--- config.mk ---
export PLATFORM = sky130hd
export DESIGN_NAME = abc_exec
export DESIGN_NICKNAME = d
export VERILOG_FILES = /design/src/shared/abc_pkg.sv /design/src/rtl/abc_phase_seq.sv /design/src/rtl/abc_exec.sv
export VERILOG_INCLUDE_DIRS = /design/src /design/src/shared
export SDC_FILE = /design/constraint.sdc
export NUM_CORES = 1
export LEC_CHECK = 0
export BUFFER_PORTS_ARGS = -buffer_cell sky130_fd_sc_hd__buf_2
export CAP_MARGIN = 20
export CORE_ASPECT_RATIO = 0.6
export CORE_MARGIN = 2
export CORE_UTILIZATION = 35
export CTS_CLUSTER_SIZE = 14
export DETAILED_ROUTE_END_ITERATION = 10
export PLACE_DENSITY_LB_ADDON = 0.25
export SYNTH_ARGS = -nofsm -noshare
export SYNTH_HDL_FRONTEND = slang
export SYNTH_HIERARCHICAL = 1
export SYNTH_SLANG_ARGS = --single-unit
--- constraint.sdc ---
create_clock -name clock -period 1.5 [get_ports clock]
set_input_delay 0.15 -clock clock [delete_from_list [all_inputs] [get_ports clock]]
set_output_delay 0.15 -clock clock [all_outputs]
set_load 0.005 [all_outputs]
--- src/shared/abc_consts.svh ---
// Constants for the AND-with-file and bit-clear execution block.
// Assumes a core that walks four quarter phases per instruction cycle.
`ifndef ABC_CONSTS_SVH
`define ABC_CONSTS_SVH
`define ABC_AND_TOP     7'h05
`define ABC_BITCLR_TOP  5'h11
`define ABC_D_BIT       8
`define ABC_FADDR_LSB   0
`define ABC_BIDX_LSB    8
`define ABC_W_RESET     8'h00
`define ABC_Z_RESET     1'b0
`endif

--- src/shared/abc_pkg.sv ---
// Types for the AND-with-file and bit-clear execution block.
// Shared by the datapath and its quarter-phase sequencer.
package abc_pkg;
    typedef enum logic [1:0] {ABC_Q1, ABC_Q2, ABC_Q3, ABC_Q4} abc_phase_e;
    typedef enum logic [1:0] {
        ABC_OP_NONE,
        ABC_OP_AND,
        ABC_OP_BITCLR
    } abc_op_e;
    typedef struct packed {
        abc_op_e    op;
        logic [7:0] faddr;
        logic [2:0] bidx;
        logic       dest_file;
    } abc_dec_s;
    typedef struct packed {
        logic       we;
        logic [7:0] addr;
        logic [7:0] data;
    } abc_fwr_s;
endpackage

--- src/rtl/abc_phase_seq.sv ---
// Quarter-phase sequencer: steps Q1..Q4 and wraps every cycle.
// Assumes rstn is synchronous to clock.
`timescale 1ns/1ps
module abc_phase_seq
    import abc_pkg::*;
(
    // Clock and reset
    input  wire logic       clock,
    input  wire logic       rstn,
    // Phase
    output abc_phase_e      phase
);
    abc_phase_e phase_reg;
    abc_phase_e phase_next;

    always_comb begin
        case (phase_reg)
            ABC_Q1:  phase_next = ABC_Q2;
            ABC_Q2:  phase_next = ABC_Q3;
            ABC_Q3:  phase_next = ABC_Q4;
            default: phase_next = ABC_Q1;
        endcase
    end

    always_ff @(posedge clock) begin
        if (!rstn) begin
            phase_reg <= ABC_Q1;
        end else begin
            phase_reg <= phase_next;
        end
    end

    assign phase = phase_reg;
endmodule

--- src/rtl/abc_exec.sv ---
// Execution datapath for AND-with-file and bit-clear-file.
// Assumes the register file answers a read request in the same quarter
// phase it is asked (combinational read), and that the instruction word
// is stable from Q1 to Q4 of its cycle.
`timescale 1ns/1ps
`include "abc_consts.svh"
module abc_exec
    import abc_pkg::*;
(
    // Clock and reset
    input  wire logic        clock,
    input  wire logic        rstn,
    // Instruction from decoder
    input  wire logic        instr_valid,
    input  wire logic [15:0] instr,
    // File register read port
    output logic [7:0]       file_raddr,
    input  wire logic [7:0]  file_rdata,
    // File register write port
    output logic             file_we,
    output logic [7:0]       file_waddr,
    output logic [7:0]       file_wdata,
    // Core state
    output logic [7:0]       working_register,
    output logic             zero_flag,
    output logic [1:0]       phase,
    output logic             busy_and
);
    function automatic logic [7:0] clear_bit(input logic [7:0] v,
                                             input logic [2:0] b);
        logic [7:0] m;
        m = 8'h01 << b;
        clear_bit = v & ~m;
    endfunction

    abc_phase_e q;
    abc_dec_s   dec_reg;
    abc_dec_s   dec_next;
    abc_fwr_s   fwr_reg;
    abc_fwr_s   fwr_next;
    logic [7:0] raddr_reg;
    logic [7:0] opnd_reg;
    logic [7:0] res_reg;
    logic [7:0] res_next;
    logic [7:0] w_reg;
    logic [7:0] w_next;
    logic       z_reg;
    logic       z_next;
    logic [1:0] ph_reg;
    logic       busy_reg;

    wire is_and = instr[15:9] == `ABC_AND_TOP;
    wire is_bitclr = instr[15:11] == `ABC_BITCLR_TOP;
    wire abc_op_e dec_op = !instr_valid ? ABC_OP_NONE :
                           is_and ? ABC_OP_AND :
                           is_bitclr ? ABC_OP_BITCLR : ABC_OP_NONE;

    abc_phase_seq u_seq (
        .clock (clock),
        .rstn  (rstn),
        .phase (q)
    );

    // Q1 decode: fields straight from the instruction word
    always_comb begin
        dec_next = dec_reg;
        if (q == ABC_Q1) begin
            dec_next.op        = dec_op;
            dec_next.faddr     = instr[`ABC_FADDR_LSB +: 8];
            dec_next.bidx      = instr[`ABC_BIDX_LSB +: 3];
            dec_next.dest_file = instr[`ABC_D_BIT];
        end
    end

    // Q3 execute
    wire [7:0] and_res = w_reg & opnd_reg;
    wire [7:0] clr_res = clear_bit(opnd_reg, dec_reg.bidx);
    always_comb begin
        res_next = res_reg;
        if (q == ABC_Q3) begin
            res_next = (dec_reg.op == ABC_OP_BITCLR) ? clr_res : and_res;
        end
    end

    // Q4 write; only AND touches Z, bit clear changes no flag
    wire wr_ph   = q == ABC_Q4;
    wire and_to_w = wr_ph && dec_reg.op == ABC_OP_AND &&
                    !dec_reg.dest_file;
    wire and_to_f = wr_ph && dec_reg.op == ABC_OP_AND &&
                    dec_reg.dest_file;
    wire clr_to_f = wr_ph && dec_reg.op == ABC_OP_BITCLR;
    always_comb begin
        w_next   = and_to_w ? res_reg : w_reg;
        z_next   = (wr_ph && dec_reg.op == ABC_OP_AND) ?
                   (res_reg == 8'h00) : z_reg;
        fwr_next.we   = and_to_f || clr_to_f;
        fwr_next.addr = dec_reg.faddr;
        fwr_next.data = res_reg;
    end

    always_ff @(posedge clock) begin
        if (!rstn) begin
            dec_reg   <= '0;
            fwr_reg   <= '0;
            raddr_reg <= 8'h00;
            opnd_reg  <= 8'h00;
            res_reg   <= 8'h00;
            w_reg     <= `ABC_W_RESET;
            z_reg     <= `ABC_Z_RESET;
            ph_reg    <= 2'h0;
            busy_reg  <= 1'b0;
        end else begin
            dec_reg   <= dec_next;
            fwr_reg   <= fwr_next;
            // Q2 read: address held during Q2, operand latched at its end
            raddr_reg <= (q == ABC_Q1) ? instr[7:0] : raddr_reg;
            opnd_reg  <= (q == ABC_Q2) ? file_rdata : opnd_reg;
            res_reg   <= res_next;
            w_reg     <= w_next;
            z_reg     <= z_next;
            ph_reg    <= q;
            busy_reg  <= dec_next.op != ABC_OP_NONE;
        end
    end

    assign file_raddr       = raddr_reg;
    assign file_we          = fwr_reg.we;
    assign file_waddr       = fwr_reg.addr;
    assign file_wdata       = fwr_reg.data;
    assign working_register = w_reg;
    assign zero_flag        = z_reg;
    assign phase            = ph_reg;
    assign busy_and         = busy_reg;
endmodule

==> flow_summary.json <==
{
  "place_congestion": 0.754,
  "routed_wl_mm": 5.31,
  "power.density_nw_per_um2": 1580,
  "grt_max_degree": 23,
  "place_ws_ns": 0.157,
  "cp_slowest_cell": "dfxtp_1",
  "final_max_slew_viol_count": 0,
  "fmax_mhz": 738,
  "cts_buffers": 9,
  "period_share": 0.904,
  "crit_arrival_ns": 1.63,
  "netlist_area_sq_um": 2300,
  "clk_path_buf_depth": 2,
  "cts_resized": 0,
  "synthTopCellsByArea": "dfxtp_1 (52%), mux2i_1 (7.0%), nand2_1 (6.7%)",
  "hp-class": "in2reg",
  "vias_per_cell": 4.54,
  "crit_required_ns": 1.77,
  "layout.nets": 326,
  "clkSlewWorstSetupHoldPaths_ns": 0.07,
  "yosys.area_share.simple": 0.209,
  "rsz0062_at_grt": "no",
  "route.vias.total": 1748,
  "period_needed_ns": 1.36,
  "seq_area_frac_synth": 0.523,
  "syn_avg_cell_area_sq_um": 9.73,
  "ioPinCount": 64,
  "switching_share": 0.297,
  "cp_num_buf_inv": 0,
  "yosys.area.top_type": "dfxtp_1",
  "maxCapViolCount": 0,
  "p_int_mw": 3.16,
  "area_delta_synth_final_pct": 23.9,
  "fillCellCount": 642,
  "grt_pass1_wl_mm": 8.63,
  "overflow": 0,
  "worst_pin_slew_ns": 0.330,
  "synth_top_area_share": 0.523,
  "cp_max_fo": 8,
  "synth_cell_types": 37,
  "dieArea_sq_um": 7240,
  "die_w_microns": 109,
  "layout-drive-gt1-share": 0.302,
  "maxSlewHeadroom": 0.778,
  "p_seq_frac": 0.442,
  "clock_latency_ns": 0.35,
  "post-cts-setup-buffers": 0,
  "cp-start-kind": "flop",
  "cpLargestDelayFamily": "simple AND/OR/NAND/NOR gates",
  "fin_worst_skew_ns": 0.00519,
  "leakage_nw": 1.35,
  "vdd_drop_max_mv": 0.580,
  "final_antenna_net_count": 0,
  "start_util": 0.369,
  "ys.warnings.count": 6,
  "synth-adder-area-share": 0.0163,
  "synthesis.nets": 266,
  "yosys-mux-area-fraction": 0.0698,
  "end_kind": "flop",
  "n_antenna_cell": 0,
  "cp_slowest_stage_delay_ns": 0.43,
  "fin_ws_ns": 0.145,
  "drc_errors": 0,
  "antenna_found_initial": 0,
  "die_h_microns": 66.7,
  "port_buffers": 63,
  "syn_inst": 236,
  "htreeDepth": 3,
  "setup_viol": 0,
  "grt.total_usage": 0.166,
  "p_clk_frac": 0.340,
  "critPathKind": "reg2reg",
  "ys_ff_latch": 60,
  "clkSinkCount": 60,
  "synthXorXnorAreaFrac": 0,
  "crit_chain": "and4b_1 > nor2b_4 > mux2i_1",
  "root_buffer": "clkbuf_8",
  "share_comb_of_total_power": 0.218,
  "synth_top_family_by_area": "simple AND/OR/NAND/NOR gates",
  "grt_pass1_vias": 1745,
  "total_power_mw": 4.50,
  "drtPass1Iterations": 4,
  "fin_setup_tns_ns": 0,
  "dp_hpwl_mm": 3.82,
  "core-area_sq_um": 6220,
  "status": "complete, no violations",
  "largest_register_ffs": 13,
  "synth_compound_area_frac": 0.104,
  "cts_tree": "built",
  "rows": 22,
  "wire_per_inst_microns": 13.8,
  "p_sw_mw": 1.34,
  "hold_violations": 0,
  "drt_iter0_drc": 108,
  "cts_hold_buf": 0
}
==> synth_stat cells <==
cell type  instances
dfxtp_1           60
nand2_1           41
mux2i_1           16
inv_1             13
a21boi_0          11
and2_1            10
o22ai_1           10
buf_4              9
nor2b_1            8
o211ai_1           8
nor2_1             6
buf_2              4
clkbuf_1           4
nor3_1             4
ha_1               3
nand2b_1           3
nand3_1            3
nor4_1             3
buf_6              2
a21oi_1            1
and2_2             1
and2b_1            1
and2b_2            1
and3b_2            1
and4b_1            1
and4bb_1           1
buf_1              1
nand3b_1           1
nand4_1            1
nand4b_1           1
nor2b_4            1
nor3b_2            1
o21a_1             1
o21ai_0            1
o41ai_2            1
or2_2              1
or2b_1             1
==> worst reg2reg max path: stages (launching register included) <==
cell and delay (ns):
dfxtp_1 0.43, and4b_1 0.27, nor2b_4 0.34, mux2i_1 0.24
==> area by class of cell <==
type / instances / area [sq um] / share of cell area
Tap cell: 84 / 105 / 0.0369
Multi-Input combinational cell: 143 / 917 / 0.322
Clock buffer: 13 / 169 / 0.0594
Sequential cell: 60 / 1200 / 0.422
Timing Repair Buffer: 69 / 360 / 0.127
Inverter: 13 / 48.8 / 0.0172
Clock inverter: 3 / 43.8 / 0.0154
==> layer usage <==
layer / vias up / GRT usage / share of wire
met5: - / 0 / 0
met1: 789 / 0.231 / 0.54
met2: 45 / 0.215 / 0.37
li1: 904 / - / -
met4: 0 / 0.0625 / 0.014
met3: 10 / 0.0802 / 0.074
==> final timing paths <==
| path | from | endpoint | slack [ns] | cells past startpoint |
|---|---|---|---|---|
| worst min register to register | working_register[6] | working_register[6] | 0.47 | 2 |
| worst max register to register | u_seq/phase[0] | working_register[1] | 0.14 | 3 |
| worst max-delay path | u_seq/phase[0] | working_register[1] | 0.14 | 3 |
| worst min-delay path | instr[15] | dec_reg[12] | 0.02 | 2 |
==> placed cells by master, fill, tap and decap left out, types with 10 or more instances in the layout <==
master | netlist | layout
buf_2 | 4 | 63
dfxtp_1 | 60 | 60
nand2_1 | 41 | 41
mux2i_1 | 16 | 16
inv_1 | 13 | 13
clkbuf_8 | 0 | 12
a21boi_0 | 11 | 11
o22ai_1 | 10 | 10
and2_1 | 10 | 10
==> power groups by stage <==
stage / sequential [mW] / clock (mW) / combinational [mW]
floorplan: 1.98 / 0 / 0.723
global placement: 2.01 / 0 / 0.958
detailed placement: 2.02 / 0 / 0.983
CTS: 1.99 / 1.57 / 0.987
global route: 2.02 / 1.65 / 1.11
finish: 1.99 / 1.53 / 0.983
==> kinds of logic after synthesis <==
group,count (synthesis)
flip-flops,60
AO/OA/AOI/OAI,33
AND/OR/NAND/NOR,91
adder cells (fa/ha/maj),3
multiplexers,16
buffers and inverters,33
==> stage by stage <==
| stage | instances | hold slack (ns) | cell area [sq um] | utilization |
|---|---|---|---|---|
| final | 385 | 0.0186 | 2850 | 0.457 |
| after global routing | 385 | 0.00450 | 2850 | 0.457 |
| after CTS | 385 | 0.00464 | 2850 | 0.457 |
| after detailed placement | 369 | 0.372 | 2630 | 0.423 |
| after global placement | 369 | 0.367 | 2630 | 0.423 |
| after floorplan | 236 | 0.248 | 2300 | - |
No activity file was read; power rests on OpenSTA's default activity.
